<file path="src/rtl/serial_slave_buffer_options_pkg.sv">
package serial_slave_buffer_options_pkg;

  // Register byte offsets on the APB bus.
  localparam logic [7:0] OFF_CONTROL_THREE = 8'h00;
  localparam logic [7:0] OFF_MODE          = 8'h04;
  localparam logic [7:0] OFF_STATUS        = 8'h08;
  localparam logic [7:0] OFF_RX_BUFFER     = 8'h0c;
  localparam logic [7:0] OFF_IRQ_STATUS    = 8'h10;
  localparam logic [7:0] OFF_IRQ_MASK      = 8'h14;

  // Field positions of serial_port_control_three.
  localparam int CTL_ACK_TIME    = 7;
  localparam int CTL_START_IRQ   = 5;
  localparam int CTL_OVERWRITE   = 4;
  localparam int CTL_SDA_HOLD    = 3;
  localparam int CTL_SLV_COLL    = 2;
  localparam int CTL_ADDR_HOLD   = 1;
  localparam int CTL_DATA_HOLD   = 0;
  localparam logic [5:0] CTL_RESET = 6'h00;

  // Field positions of the status register.
  localparam int STS_BUFFER_FULL = 0;
  localparam int STS_OVERFLOW    = 1;

  // Interrupt status and mask bits.
  localparam int IRQ_START    = 0;
  localparam int IRQ_BYTE     = 1;
  localparam int IRQ_OVERFLOW = 2;
  localparam logic [2:0] IRQ_RESET = 3'h0;

  // Bit count of the last bit in a byte, and the bit count that marks the acknowledge slot.
  localparam logic [3:0] LAST_BIT  = 4'h7;
  localparam logic [3:0] ACK_SLOT  = 4'h8;

  // Serial port operating modes.
  typedef enum logic [1:0] {
    MODE_SPI_SLAVE    = 2'b00,
    MODE_SPI_MASTER   = 2'b01,
    MODE_I2C_SLAVE    = 2'b10,
    MODE_I2C_SLAVE_SS = 2'b11
  } port_mode_t;

endpackage : serial_slave_buffer_options_pkg

</file>
<file path="src/rtl/serial_slave_buffer_options.sv">
`timescale 1ns/100ps
module serial_slave_buffer_options (
  input  wire logic        clk,      // System clock, 20 MHz.
  input  wire logic        resetn,   // Synchronous reset, active low.
  input  wire logic        psel,     // APB select.
  input  wire logic        penable,  // APB access phase.
  input  wire logic        pwrite,   // APB write direction.
  input  wire logic [7:0]  paddr,    // APB byte address.
  input  wire logic [31:0] pwdata,   // APB write data.
  output logic      [31:0] prdata,   // APB read data, registered.
  output logic             pready,   // APB ready, no wait states.
  output logic             pslverr,  // APB error on unmapped address.
  input  wire logic        link_clk, // Serial clock in, SPI clock or I2C clock line.
  input  wire logic        link_dat, // Serial data in, SPI data or I2C data line.
  input  wire logic        cs_n,     // SPI slave select, active low.
  output logic             sda_o,    // I2C data output level, always low.
  output logic             sda_oe,   // I2C data drive enable, high while pulling low.
  output logic             irq       // Level interrupt request.
);
  import serial_slave_buffer_options_pkg::*;

  typedef struct packed {
    logic       clk1, clk2, clkp;  // Link clock synchroniser and edge history.
    logic       dat1, dat2, datp;  // Link data synchroniser and edge history.
    logic       cs1, cs2;          // Slave select synchroniser.
    logic [7:0] shift;             // Incoming bits.
    logic [3:0] bitcnt;            // Bits taken in the current byte.
    logic       active;            // I2C transfer in progress.
    logic       ack_phase;         // I2C acknowledge slot in progress.
    logic       ack_ok;            // Last I2C byte earns an acknowledge.
    logic       drive;             // I2C data line pulled low.
    logic       ackt;              // Acknowledge-time status.
    logic [5:0] ctrl;              // Writable control bits.
    port_mode_t mode;              // Operating mode.
    logic [7:0] rbuf;              // Receive buffer.
    logic       bf;                // Buffer-full flag.
    logic       ov;                // Receive overflow flag.
    logic [2:0] ist;               // Sticky interrupt status.
    logic [2:0] imask;             // Interrupt mask.
    logic [31:0] rdata;            // Read data for the access phase.
  } state_t;

  state_t q, d;
  logic       clk_rise, clk_fall, start_evt, stop_evt, is_i2c;
  logic       byte_evt, accept, wr_acc, rd_acc, mapped;
  logic [7:0] new_byte;

  // Edge and condition detection only looks at the second and later stages.
  assign clk_rise  = q.clk2 & ~q.clkp;
  assign clk_fall  = ~q.clk2 & q.clkp;
  assign is_i2c    = q.mode[1];
  assign start_evt = is_i2c & q.clk2 & q.clkp & q.datp & ~q.dat2;
  assign stop_evt  = is_i2c & q.clk2 & q.clkp & ~q.datp & q.dat2;
  assign new_byte  = {q.shift[6:0], q.dat2};
  assign byte_evt  = clk_rise && q.bitcnt == LAST_BIT && (is_i2c ? q.active : ~q.cs2);
  assign wr_acc    = psel & penable & pwrite;
  assign rd_acc    = psel & penable & ~pwrite;

  // Address decode for the six mapped words.
  always_comb begin
    unique case (paddr)
      OFF_CONTROL_THREE, OFF_MODE, OFF_STATUS,
      OFF_RX_BUFFER, OFF_IRQ_STATUS, OFF_IRQ_MASK: mapped = 1'b1;
      default:                                       mapped = 1'b0;
    endcase
  end

  // Acceptance of a finished byte depends on mode and overwrite setting.
  always_comb begin
    unique case (q.mode)
      MODE_SPI_SLAVE:  accept = q.ctrl[CTL_OVERWRITE] | ~q.bf;
      MODE_SPI_MASTER: accept = ~q.bf;
      MODE_I2C_SLAVE,
      MODE_I2C_SLAVE_SS: accept = q.ctrl[CTL_OVERWRITE] | (~q.bf & ~q.ov);
    endcase
  end

  // Next-state logic: bus effects first, hardware sets last so a set wins.
  always_comb begin
    d = q;
    d.clk1 = link_clk;
    d.clk2 = q.clk1;
    d.clkp = q.clk2;
    d.dat1 = link_dat;
    d.dat2 = q.dat1;
    d.datp = q.dat2;
    d.cs1  = cs_n;
    d.cs2  = q.cs1;

    // Setup phase captures read data, so the access phase can answer at once.
    if (psel & ~penable & ~pwrite) begin
      unique case (paddr)
        OFF_CONTROL_THREE: d.rdata = {24'h0, q.ackt, 1'b0, q.ctrl};
        OFF_MODE:          d.rdata = {30'h0, q.mode};
        OFF_STATUS:        d.rdata = {30'h0, q.ov, q.bf};
        OFF_RX_BUFFER:     d.rdata = {24'h0, q.rbuf};
        OFF_IRQ_STATUS:    d.rdata = {29'h0, q.ist};
        OFF_IRQ_MASK:      d.rdata = {29'h0, q.imask};
        default:           d.rdata = 32'h0;
      endcase
    end

    // Register writes and read side effects take place at the access edge.
    if (wr_acc) begin
      unique case (paddr)
        OFF_CONTROL_THREE: d.ctrl = pwdata[5:0];
        OFF_MODE:          d.mode = port_mode_t'(pwdata[1:0]);
        OFF_STATUS:        d.ov = q.ov & ~pwdata[STS_OVERFLOW];
        OFF_IRQ_STATUS:    d.ist = q.ist & ~pwdata[2:0];
        OFF_IRQ_MASK:      d.imask = pwdata[2:0];
        default:           d.imask = q.imask;
      endcase
    end
    if (rd_acc && paddr == OFF_RX_BUFFER) begin
      d.bf = 1'b0;
    end

    if (!is_i2c) begin
      // SPI: deselect aborts a partial byte; bits shift on the rising clock.
      d.active    = 1'b0;
      d.drive     = 1'b0;
      d.ack_phase = 1'b0;
      if (q.cs2) begin
        d.bitcnt = 4'h0;
      end else if (clk_rise) begin
        d.shift  = new_byte;
        d.bitcnt = (q.bitcnt == LAST_BIT) ? 4'h0 : q.bitcnt + 4'h1;
      end
    end else if (start_evt) begin
      // Start or repeated start restarts byte framing.
      d.active    = 1'b1;
      d.bitcnt    = 4'h0;
      d.drive     = 1'b0;
      d.ack_phase = 1'b0;
    end else if (stop_evt) begin
      d.active    = 1'b0;
      d.drive     = 1'b0;
      d.ack_phase = 1'b0;
    end else if (q.active) begin
      if (clk_rise && q.bitcnt < ACK_SLOT) begin
        d.shift  = new_byte;
        d.bitcnt = q.bitcnt + 4'h1;
      end else if (clk_rise) begin
        // Ninth rising edge ends the acknowledge-time window.
        d.ackt   = 1'b0;
        d.bitcnt = 4'h0;
      end else if (clk_fall && q.bitcnt == ACK_SLOT && !q.ack_phase) begin
        // Eighth falling edge opens the acknowledge slot.
        d.ack_phase = 1'b1;
        d.drive     = q.ack_ok;
        d.ackt      = 1'b1;
      end else if (clk_fall && q.ack_phase && q.bitcnt == 4'h0) begin
        d.ack_phase = 1'b0;
        d.drive     = 1'b0;
      end
    end

    // Finished byte: load the buffer or flag an overflow.
    if (byte_evt) begin
      d.ack_ok = accept;
      if (accept) begin
        d.rbuf     = new_byte;
        d.bf       = 1'b1;
        d.ist[IRQ_BYTE] = 1'b1;
        if (q.bf && q.mode == MODE_SPI_SLAVE) begin
          // Overwrite keeps the newest byte, but software still learns that one was lost.
          d.ov = 1'b1;
          d.ist[IRQ_OVERFLOW] = 1'b1;
        end
      end else if (q.bf) begin
        d.ov       = 1'b1;
        d.ist[IRQ_OVERFLOW] = 1'b1;
      end
    end

    // Start detection interrupts; the start/stop slave mode always reports.
    if (start_evt && (q.ctrl[CTL_START_IRQ] || q.mode == MODE_I2C_SLAVE_SS)) begin
      d.ist[IRQ_START] = 1'b1;
    end

    // Without a hold enable the acknowledge-time flag stays low.
    if (!(d.ctrl[CTL_ADDR_HOLD] | d.ctrl[CTL_DATA_HOLD])) begin
      d.ackt = 1'b0;
    end
  end

  // Single state register with synchronous reset.
  always_ff @(posedge clk) begin
    if (!resetn) begin
      q <= '{clk1: 1'b0, clk2: 1'b0, clkp: 1'b0, dat1: 1'b1, dat2: 1'b1, datp: 1'b1,
             cs1: 1'b1, cs2: 1'b1, shift: 8'h00, bitcnt: 4'h0, active: 1'b0,
             ack_phase: 1'b0, ack_ok: 1'b0, drive: 1'b0, ackt: 1'b0, ctrl: CTL_RESET,
             mode: MODE_SPI_SLAVE, rbuf: 8'h00, bf: 1'b0, ov: 1'b0, ist: IRQ_RESET,
             imask: IRQ_RESET, rdata: 32'h0};
    end else begin
      q <= d;
    end
  end

  // Outputs. Zero wait states keep the bus simple at this clock rate.
  assign prdata  = q.rdata;
  assign pready  = 1'b1;
  assign pslverr = psel & penable & ~mapped;
  assign sda_o   = 1'b0;
  assign sda_oe  = q.drive;
  assign irq     = |(q.ist & q.imask);
endmodule : serial_slave_buffer_options

</file>
<file path="config.mk">
export PLATFORM = sky130hd
export DESIGN_NAME = serial_slave_buffer_options
export DESIGN_NICKNAME = d
export VERILOG_FILES = /design/src/rtl/serial_slave_buffer_options_pkg.sv /design/src/rtl/serial_slave_buffer_options.sv
export SDC_FILE = /design/constraint.sdc
export NUM_CORES = 1
export LEC_CHECK = 0
export BUFFER_PORTS_ARGS = -buffer_cell sky130_fd_sc_hd__buf_2
export CORE_MARGIN = 3
export CORE_UTILIZATION = 51
export DETAILED_ROUTE_END_ITERATION = 16
export PLACE_DENSITY = 0.79
export SYNTH_ARGS = -nofsm -noshare
export SYNTH_HDL_FRONTEND = slang
export SYNTH_SLANG_ARGS = --single-unit
</file>
<file path="constraint.sdc">
create_clock -name clk -period 2.7 [get_ports clk]
set_clock_uncertainty 0.2 [all_clocks]
set_input_delay 0 -clock clk [delete_from_list [all_inputs] [get_ports clk]]
set_output_delay 0 -clock clk [all_outputs]
set_load 0.01 [all_outputs]
</file>
=== Word level (Yosys, flattened, before mapping) ===
Index checks and enable logic that the tools add are counted.
Widths: inputs -> output; s select.

* Bits in registers: 80
* Output and inout bits: 37
* Word-level logic and storage cells: 162
* Input bits: 48

* Multiplexer cells: 41
* Magnitude comparators: 1
* Reductions and logical operators: 37
* Add/sub/neg operators: 1
* Eq/ne operators: 18
* Bitwise logic cells: 39

{| class="wikitable"
|+ Operators by type and width
! cell !! number
|-
| $pmux 8 s6 || 1
|-
| $mux 11 || 3
|-
| $mux 7 || 4
|-
| $mux 4 || 6
|-
| $mux 1 || 17
|-
| $not 1->1 || 17
|-
| $and 1x1->1 || 16
|-
| $eq 8x4->1 const B || 2
|-
| $eq 8x5->1 const B || 2
|-
| $reduce_and 2->1 || 7
|-
| $mux 13 || 1
|-
| $reduce_and 6->1 || 2
|-
| $reduce_bool 2->1 || 6
|-
| $logic_and 1x1->1 || 10
|-
| $mux 2 || 5
|-
| $eq 8x3->1 const B || 1
|-
| $logic_not 8->1 || 1
|-
| $reduce_and 4->1 || 2
|-
| $and 3x3->3 || 2
|-
| $mux 3 || 2
|-
| $mux 6 || 1
|-
| $ne 2x2->1 const B || 3
|-
| $reduce_or 6->1 || 1
|-
| $add 4x1->4 const B || 1
|-
| other kinds (20) || 24
|}

=== Longest topological paths before layout ===
Gate-level depths: netlist of the first run.

* Word-level depth: 12
* Gate-level depth with buffers: 6
* Depth with buffers taken out: 6

=== Worst setup path before layout of the first run ===
OpenSTA, ideal clock, no wires.

* Path kind: register to register
* Start: register q, in the netlist is_i2c
* End: register q[36] (netlist name)
* Stages on the path, launching flop included: 7
* Setup time: 0.091 ns
* Buffers on the path: 2
* Arrival time: 1.574 ns
* Data required time: 2.409 ns
* Period minus slack after synthesis: 1.865 ns
* Path slack: 0.835 ns
* Cell sequence: dfxtp_1 -> clkbuf_1 -> nand2_1 -> a211oi_1 -> clkbuf_1 -> nand2_1 -> a311oi_1

* Word-level cells in the longest chain between the ends: 5
* Elaborated cells between the ends (all ways): 10
* Classes of those cells: 3 x eq/ne; 4 x mux; 3 x reduce/logical

{| class="wikitable"
|+ Ends and longest elaborated chain
! element !! RTL line !! source
|-
| from (decl) || serial_slave_buffer_options.sv:43 || <nowiki>state_t q, d;</nowiki>
|-
| from (signal assigned) || serial_slave_buffer_options.sv:190 || <nowiki>q <= '{clk1: 1'b0, clk2: 1'b0, clkp: 1'b0, dat1: 1'b1, dat2: 1'b1, datp: 1'b1,</nowiki>
|-
| $eq 2x2->1 || serial_slave_buffer_options.sv:70 || <nowiki>unique case (q.mode)</nowiki>
|-
| $reduce_or 2->1 || serial_slave_buffer_options.sv:70 ||
|-
| $pmux 1 s3 || serial_slave_buffer_options.sv:70 ||
|-
| $mux 1 || serial_slave_buffer_options.sv:161 || <nowiki>if (accept) begin</nowiki>
|-
| $mux 4 (*) || serial_slave_buffer_options.sv:159 || <nowiki>if (byte_evt) begin</nowiki>
|}

Mark *: on every way between the ends. The rest lies on a longest branch, timed or not.
A chain may end at the register's enable or synchronous reset.

=== Worst setup path after layout of the first run ===
* Start: input port paddr[0]
* End: register q[34] (netlist name)

* Word-level cells in the longest chain between the ends: 2

{| class="wikitable"
|+ Ends and longest elaborated chain
! element !! RTL line !! source
|-
| from (decl) || serial_slave_buffer_options.sv:8 || <nowiki>input wire logic [7:0] paddr,</nowiki>
|-
| $eq 8x5->1 || serial_slave_buffer_options.sv:105 || <nowiki>unique case (paddr)</nowiki>
|-
| $reduce_and 2->1 (no source line) || -- ||
|}

Every way passes these cells.

==> results of run 1 <==
worst max-delay path, cell delays in order:
cell           delay [ns]
dlygate4sd3_1        0.53
buf_2                0.11
or4_4                0.47
nor4_2               0.50
mux2i_1              0.23
dlygate4sd3_1        0.57
nor2_1               0.04
logic make-up (layout without fill, tap and decap cells):
kind of cell | after synthesis | in the layout
multiplexers | 24 | 24
buffers and inverters | 54 | 68
XOR/XNOR | 1 | 1
other | 2 | 26
flip-flops | 56 | 56
AND/OR/NAND/NOR | 109 | 109
AO/OA/AOI/OAI | 72 | 72
adder cells (fa/ha/maj) | 2 | 2
where the power goes:
| group | total (uW) | leakage, uW | switching [uW] | internal [uW] |
|---|---|---|---|---|
| Combinational | 116 | 0.000716 | 70.2 | 45.9 |
| Sequential | 834 | 0.000452 | 3.75 | 830 |
| Clock | 525 | 0.0000501 | 258 | 267 |
| Total | 1470 | 0.00122 | 332 | 1140 |
cells in the final DEF, fill, tap and decap left out, types with 11 or more instances in the layout:
master / netlist / final
buf_2: 0 / 32
nand3_1: 14 / 14
dlygate4sd3_1: 0 / 21
nor2_1: 31 / 31
mux2i_1: 21 / 21
conb_1: 2 / 26
a21oi_1: 19 / 19
dfxtp_1: 56 / 56
o21ai_0: 16 / 16
nand2_1: 21 / 21
nand2b_1: 11 / 11
worst paths after layout:
check,slack [ns],startpoint,end
worst max-delay path,0.22,paddr[0],q[34]
worst min-delay path,-0.002,paddr[1],prdata[1]
worst max register to register,0.60,q[61],q[56]
worst min register to register,0.22,d[76],d[75]
through the flow:
stage	hold slack (ns)	area [um^2]	cells
after floorplan	-0.0985	2920	344
after global placement	-0.0193	2870	401
after detailed placement	-0.0149	2870	401
after CTS	0.00249	3180	428
after global routing	0.0210	3180	428
final	-0.00217	3180	428
per-layer routing:
layer / routed length (um) / up-vias
met2: 2860 / 99
met4: 98 / 0
li1: - / 1150
met5: 0 / -
met3: 382 / 11
met1: 2700 / 1108
timing repair:
item | in CTS | in global routing
hold endpoints to repair | 31 | 0
resized for setup | 0 | 0
hold buffers | 21 | 0
area by class of cell:
| type | instances | share of cell area |
|---|---|---|
| multi-input cells | 234 | 0.459 |
| flip-flops and latches | 56 | 0.352 |
| repair buffers | 56 | 0.123 |
| well taps | 70 | 0.0275 |
| clock buffers | 5 | 0.0216 |
| clock inverters | 1 | 0.00943 |
| inverters | 6 | 0.00708 |
sequential cells by signal, indices dropped and copies added, names as in the netlist:
signal / flops
q: 34
prdata: 8
new_byte: 7
d: 5
is_i2c: 1
sda_oe: 1
==> impl_metrics.tcl, run 1 <==
set metrics [dict create \
    postCtsSetupBuffers 0 \
    pre_cts_ws_ns 0.658 \
    syn_inst 320 \
    arrival_ns 2.47 \
    grt_overflow 0 \
    synth_top_area_share 0.396 \
    slew_viol_final 0 \
    p_leak_uw 0.00122 \
    wl_um 6050 \
    die_h_um 80.5 \
    clock_sinks 56 \
    worst_slack_ns 0.221 \
    antenna_found_initial 0 \
    ys_ff_latch 56 \
    ys.flop_type "dfxtp_1" \
    antenna_left 0 \
    period_needed_ns 2.48 \
    critPathKind "input pin to flip-flop" \
    cts_buffers 5 \
    cts_tree "done" \
    final_nets 409 \
    dr.pass1.iters 4 \
    drt_iter0_drc 166 \
    cp_max_fo 6 \
    yosys.area.top_type "dfxtp_1" \
    vias_per_cell 5.53 \
    dieArea_um2 6480 \
    h-tree-depth 2 \
    vdd_ir_drop_max_mv 0.242 \
    hold_violations 1 \
    ys_types 53 \
    remaining_drc_errors 0 \
    grt_pass1_vias 2207 \
    area_growth_pct 12.5 \
    synth.area.top_cells "dfxtp_1 (40%), buf_4 (9.0%), mux2i_1 (7.4%), nor2_1 (4.1%), a21oi_1 (3.4%)" \
    synth_seq_area_share 0.396 \
    syn_area_um2 2830 \
    cts_root_buf "clkbuf_8" \
    status "finished with violations" \
    end_kind "flip-flop" \
    grt_use_met1 0.257 \
    detail_route.wl_per_cell_um 14.1 \
    synth_edf_count 0 \
    drive_gt1_frac 0.140 \
    utilization 0.608 \
    avgSynthCellArea_um2 8.84 \
    synth_top_family_by_area "simple AND/OR/NAND/NOR gates" \
    synth_top_cells_by_count "dfxtp_1 (56), buf_4 (34), nor2_1 (31)" \
    hpwl_um 4220 \
    hp-class "input pin to flip-flop" \
    worstMarginPinSlew_ns 0.751 \
    relSlewSlack 0.496 \
    cts_buffer_depth 2 \
    muxShareOfSynthArea 0.0942 \
    async_flop_share 0 \
    synth-simple-area-share 0.207 \
    initial_core_util 0.540 \
    yosysWarnings 0 \
    synth_xor_area_frac 0.00310 \
    grt_setup_unrepaired "false" \
    hold_path_depth 5 \
    grt_max_degree 33 \
    synth_compound_area_frac 0.169 \
    yosysMostFrequentCell "dfxtp_1" \
    cellPowerDensity_nw_per_um2 463 \
    port_buffers 32 \
    gp_congestion 0.841 \
    die_x_um 80.5 \
    grt_use_total 0.199 \
    synth_fa_ha_area_frac 0.00885 \
    finalCritPeriodShare 0.918 \
    io_pins 85 \
    max_freq_ghz 0.403 \
    maxCapViolations 0 \
    path_clk_slew_ns 0.09 \
    finalSetupViolCount 0 \
    clk_latency_ns 0.31 \
    grt_use_met3 0.0415 \
    cp_data_required_time_ns 2.69 \
    fp-row-count 26 \
    worst_setup_path_start_kind "input pin" \
    multiInputGateArea_um2 1460 \
    power_uw 1470 \
    vias 2368 \
    whs_ns -0.00217 \
    setup_tns_ns 0 \
    core-area_um2 5240 \
    diodes 0 \
    nFillCells 457 \
    grt_util_met2 0.329 \
    grt_pass1_wl_um 10100 \
    reg2regPathDepth 6 \
    violations "negative hold slack" \
    regArea_um2 1120 \
    busiest_layer "met2" \
]
Note: power is estimated with default switching activity, not from simulation.
==> run 2, diff against run 1 <==
--- a/config.mk
+++ b/config.mk
@@ -6,10 +6,12 @@
 export NUM_CORES = 1
 export LEC_CHECK = 0
 export BUFFER_PORTS_ARGS = -buffer_cell sky130_fd_sc_hd__buf_2
+export CELL_PAD_IN_SITES_DETAIL_PLACEMENT = 1
+export CELL_PAD_IN_SITES_GLOBAL_PLACEMENT = 1
 export CORE_MARGIN = 3
-export CORE_UTILIZATION = 51
+export CORE_UTILIZATION = 38
 export DETAILED_ROUTE_END_ITERATION = 16
-export PLACE_DENSITY = 0.79
+export PLACE_DENSITY_LB_ADDON = 0.1
 export SYNTH_ARGS = -nofsm -noshare
 export SYNTH_HDL_FRONTEND = slang
 export SYNTH_SLANG_ARGS = --single-unit
==> run 2 against run 1 <==
Net effect:
- the run now ends clean
- sequential power barely moved
- sequential share of layout area shrank 1.1 points
- total power shrank 2.7%
- register-to-register slack improved by 0.08 ns
- critical path depth stayed put
- non-clock buffer count is 7 higher
- sequential cell count is the same
- critical path type unchanged
==> impl_metrics.tcl, run 2 (synthesis results as in run 1) <==
set metrics [dict create \
    finalCritPeriodShare 0.943 \
    fp-row-count 30 \
    arrival_ns 2.54 \
    multiInputGateArea_um2 1470 \
    die_x_um 92.3 \
    clk_latency_ns 0.31 \
    crit_slowest_cell "dlygate4sd3_1" \
    path_clk_slew_ns 0.10 \
    final_nets 416 \
    grt_overflow 0 \
    worstMarginPinSlew_ns 0.663 \
    detail_route.wl_per_cell_um 15.2 \
    utilization 0.468 \
    largest_reg_flops 34 \
    vdd_ir_drop_max_mv 0.254 \
    final_common_cell "dfxtp_1" \
    worst_setup_path_start_kind "input pin" \
    p_leak_uw 0.00125 \
    final_cell_count_no_fill 463 \
    finalSetupViolCount 0 \
    area_growth_pct 16.0 \
    antenna_left 0 \
    setup_tns_ns 0 \
    drive_gt1_frac 0.147 \
    cp_common_cell "dlygate4sd3_1" \
    cts_buffers 5 \
    hold_path_depth 5 \
    regToRegSetupSlack_ns 0.68 \
    grt_max_degree 32 \
    worst_slack_ns 0.153 \
    antenna_found_initial 0 \
    die_h_um 92.3 \
    core-area_um2 7020 \
    dp_cells 429 \
    vias 2305 \
    cts_buffer_depth 2 \
    h-tree-depth 2 \
    hp-class "input pin to flip-flop" \
    top_register "q" \
    nFillCells 855 \
    reg2regPathDepth 4 \
    remaining_drc_errors 0 \
    grt_use_total 0.171 \
    cellPowerDensity_nw_per_um2 437 \
    hpwl_um 4970 \
    initial_core_util 0.403 \
    grt_setup_unrepaired "false" \
    max_freq_ghz 0.393 \
    postCtsSetupBuffers 0 \
    diodes 0 \
    regArea_um2 1120 \
    cp_max_fo 5 \
    grt_pass1_wl_um 11400 \
    critical_path.max_stage_delay_ns 0.59 \
    critPathKind "input pin to flip-flop" \
    relSlewSlack 0.554 \
    maxCapViolations 0 \
    cts_tree "done" \
    status "completed" \
    dr.pass1.iters 4 \
    hold_violations 0 \
    port_buffers 32 \
    period_needed_ns 2.55 \
    cp_cell_sequence "dlygate4sd3_1 > buf_2 > or4_4 > nor4_2 > mux2i_1 > dlygate4sd3_1 > nor2_1" \
    cts_root_buf "clkbuf_8" \
    gp_congestion 0.792 \
    end_kind "flip-flop" \
    drt_iter0_drc 87 \
    cp_data_required_time_ns 2.69 \
    pre_cts_ws_ns 0.693 \
    grt_pass1_vias 2235 \
    wl_um 7020 \
    clock_sinks 56 \
    slew_viol_final 0 \
    io_pins 85 \
    dieArea_um2 8520 \
    vias_per_cell 4.98 \
    final_cell_mix "dfxtp_1 (56), buf_2 (32), nor2_1 (31)" \
]
[run 2: worst paths after layout]
check	from	endpoint
worst max-delay path	paddr[0]	q[34]
worst min-delay path	paddr[1]	q[32]
worst max register to register	is_i2c	q[64]
worst min register to register	d[73]	q[73]
[run 2: area by class of cell]
cell class	count	area share
multi-input combinational	234	0.447
sequential	56	0.342
timing repair buffer	63	0.140
tap	96	0.0366
clock buffer	7	0.0263
inverter	6	0.00686
clock inverter	1	0.00229
[run 2: timing repair]
item / in CTS / in global routing
setup endpoints to repair: 0 / 1
resized for setup: 0 / 1
hold buffers: 26 / 0
hold endpoints to repair: 31 / 0
[run 2: worst max-delay path: cells and delay by family]
family / cells / cell delay (ns)
muxes: 1 / 0.27
buffers and inverters: 3 / 1.25
and+or+nand+nor: 3 / 1.01
[run 2: per-stage QoR]
step	hold slack, ns	total power (uW)	instance area (um^2)
2_1_floorplan	-0.0985	942	2920
3_3_place_gp	-0.0166	949	2920
3_5_place_dp	-0.0121	951	2920
4_1_cts	0.00467	1460	3280
5_1_grt	0.0283	1500	3280
6_report	0.0200	1440	3280
[run 2: routing by layer]
layer  vias to the layer above  share of wire  global-route usage
met5                         -              0                   0
met4                         0          0.012              0.0520
met2                        46           0.47               0.274
met1                      1089           0.48               0.235
li1                       1163              -                   -
met3                         7          0.036              0.0279
[run 2: report_power, final]
part	internal (uW)	switching [uW]	leakage, uW
clock	209	269	0.0000445
combinational	49.1	73.6	0.000751
sequential	831	3.87	0.000452
total	1090	347	0.00125
==> run 3, diff against run 2 <==
--- a/config.mk
+++ b/config.mk
@@ -11,6 +11,7 @@
 export CORE_MARGIN = 3
 export CORE_UTILIZATION = 38
 export DETAILED_ROUTE_END_ITERATION = 16
+export MAX_ROUTING_LAYER = met4
 export PLACE_DENSITY_LB_ADDON = 0.1
 export SYNTH_ARGS = -nofsm -noshare
 export SYNTH_HDL_FRONTEND = slang
==> run 3 against run 2 <==
Net effect:
- die area is the same
- sequential share of layout area is the same
- combinational power is essentially flat
- count of clock-buffer cells in the layout is the same
- sequential power is essentially flat
- via count is essentially flat
- sequential cell count is the same
- register-to-register slack is essentially flat
- fmax is essentially flat
- design area is the same
==> impl_metrics.tcl, run 3 (synthesis results as in run 1) <==
set metrics [dict create \
    antenna_found_initial 0 \
    arrival_ns 2.54 \
    drt_iter0_drc 107 \
    grt_setup_unrepaired "false" \
    relSlewSlack 0.554 \
    clock_sinks 56 \
    setup_tns_ns 0 \
    cellPowerDensity_nw_per_um2 438 \
    grt_pass1_wl_um 11400 \
    hold_violations 0 \
    hp-class "input pin to flip-flop" \
    top_register "q" \
    cts_buffer_depth 2 \
    path_clk_slew_ns 0.10 \
    period_needed_ns 2.55 \
    reg2regPathDepth 4 \
    postCtsSetupBuffers 0 \
    gp_congestion 0.803 \
    max_freq_ghz 0.392 \
    dr.pass1.iters 4 \
    reg2reg_from "is_i2c" \
    final_nets 416 \
    cts_root_buf "clkbuf_8" \
    final_cell_count_no_fill 463 \
    regToRegSetupSlack_ns 0.68 \
    final_cell_mix "dfxtp_1 (56), buf_2 (32), nor2_1 (31)" \
    maxCapViolations 0 \
    p_leak_uw 0.00125 \
    grt_use_total 0.175 \
    detail_route.wl_per_cell_um 15.1 \
    wl_um 7010 \
    vias 2307 \
    cp_common_cell "dlygate4sd3_1" \
    finalSetupViolCount 0 \
    worstMarginPinSlew_ns 0.663 \
    initial_core_util 0.403 \
    grt_max_degree 32 \
    cp_data_required_time_ns 2.69 \
    io_pins 85 \
    hold_path_depth 5 \
    slew_viol_final 0 \
    die_h_um 92.3 \
    diodes 0 \
    core-area_um2 7020 \
    h-tree-depth 2 \
    status "completed" \
    antenna_left 0 \
    remaining_drc_errors 0 \
    final_common_cell "dfxtp_1" \
    area_growth_pct 16.0 \
    worst_setup_path_start_kind "input pin" \
    whs_ns 0.0196 \
    vias_per_cell 4.98 \
    crit_slowest_cell "dlygate4sd3_1" \
    finalCritPeriodShare 0.944 \
    die_x_um 92.3 \
    dieArea_um2 8520 \
    cp_max_fo 5 \
    cts_tree "done" \
    cp_cell_sequence "dlygate4sd3_1 > buf_2 > or4_4 > nor4_2 > mux2i_1 > dlygate4sd3_1 > nor2_1" \
    power_uw 1440 \
    nFillCells 855 \
    drive_gt1_frac 0.147 \
    critPathKind "input pin to flip-flop" \
    port_buffers 32 \
    grt_overflow 0 \
    end_kind "flip-flop" \
    clk_latency_ns 0.31 \
    dp_cells 429 \
    crit_start "paddr[0]" \
    vdd_ir_drop_max_mv 0.254 \
    critical_path.max_stage_delay_ns 0.59 \
    largest_reg_flops 34 \
    hold_path.startpoint "paddr[1]" \
    grt_pass1_vias 2246 \
    fp-row-count 30 \
    hpwl_um 4970 \
    cts_buffers 5 \
]
## run 3: cell counts in the layout (fill, tap and decap cells not counted)
Identical to the previous run, type by type.
## run 3: layer usage
layer	routed length, um	global-route usage	up-vias
met5	0	-	-
met3	252	0.0279	7
met2	3310	0.275	46
li1	-	-	1163
met4	78	0.0520	0
met1	3360	0.234	1091
## run 3: timing repair
action | in CTS | in global routing
resized for setup | 0 | 1
hold buffers | 26 | 0
setup endpoints to repair | 0 | 1
hold endpoints to repair | 31 | 0
## run 3: power by group
part | leakage (uW) | total, uW | internal, uW | switching [uW]
clock | 0.0000445 | 480 | 209 | 271
sequential | 0.000452 | 834 | 831 | 3.88
combinational | 0.000751 | 123 | 49.1 | 73.6
total | 0.00125 | 1440 | 1090 | 348
## run 3: per-stage QoR
| stage | util | setup WS, ns | area [um^2] |
|---|---|---|---|
| 4_1_cts | 0.467 | 0.111 | 3280 |
| 3_5_place_dp | 0.416 | 0.693 | 2920 |
| 5_1_grt | 0.468 | 0.0801 | 3280 |
| 6_report | 0.468 | 0.152 | 3280 |
| 2_1_floorplan | - | 0.835 | 2920 |
| 3_3_place_gp | 0.416 | 0.709 | 2920 |
## run 3: final cells by class
class / count / area [um^2] / area share
flip-flops and latches: 56 / 1120 / 0.342
repair buffers: 63 / 458 / 0.140
multi-input cells: 234 / 1470 / 0.447
well taps: 96 / 120 / 0.0366
inverters: 6 / 22.5 / 0.00686
clock buffers: 7 / 86.3 / 0.0263
clock inverters: 1 / 7.51 / 0.00229
## run 3: worst paths after layout
path            to
min reg2reg  q[73]
min          q[32]
max          q[34]
max reg2reg  q[64]
## run 3: worst max-delay path: cells and delay by family
family | cells | cell delay (ns)
buffers and inverters | 3 | 1.25
multiplexers | 1 | 0.27
AND/OR/NAND/NOR | 3 | 1.01
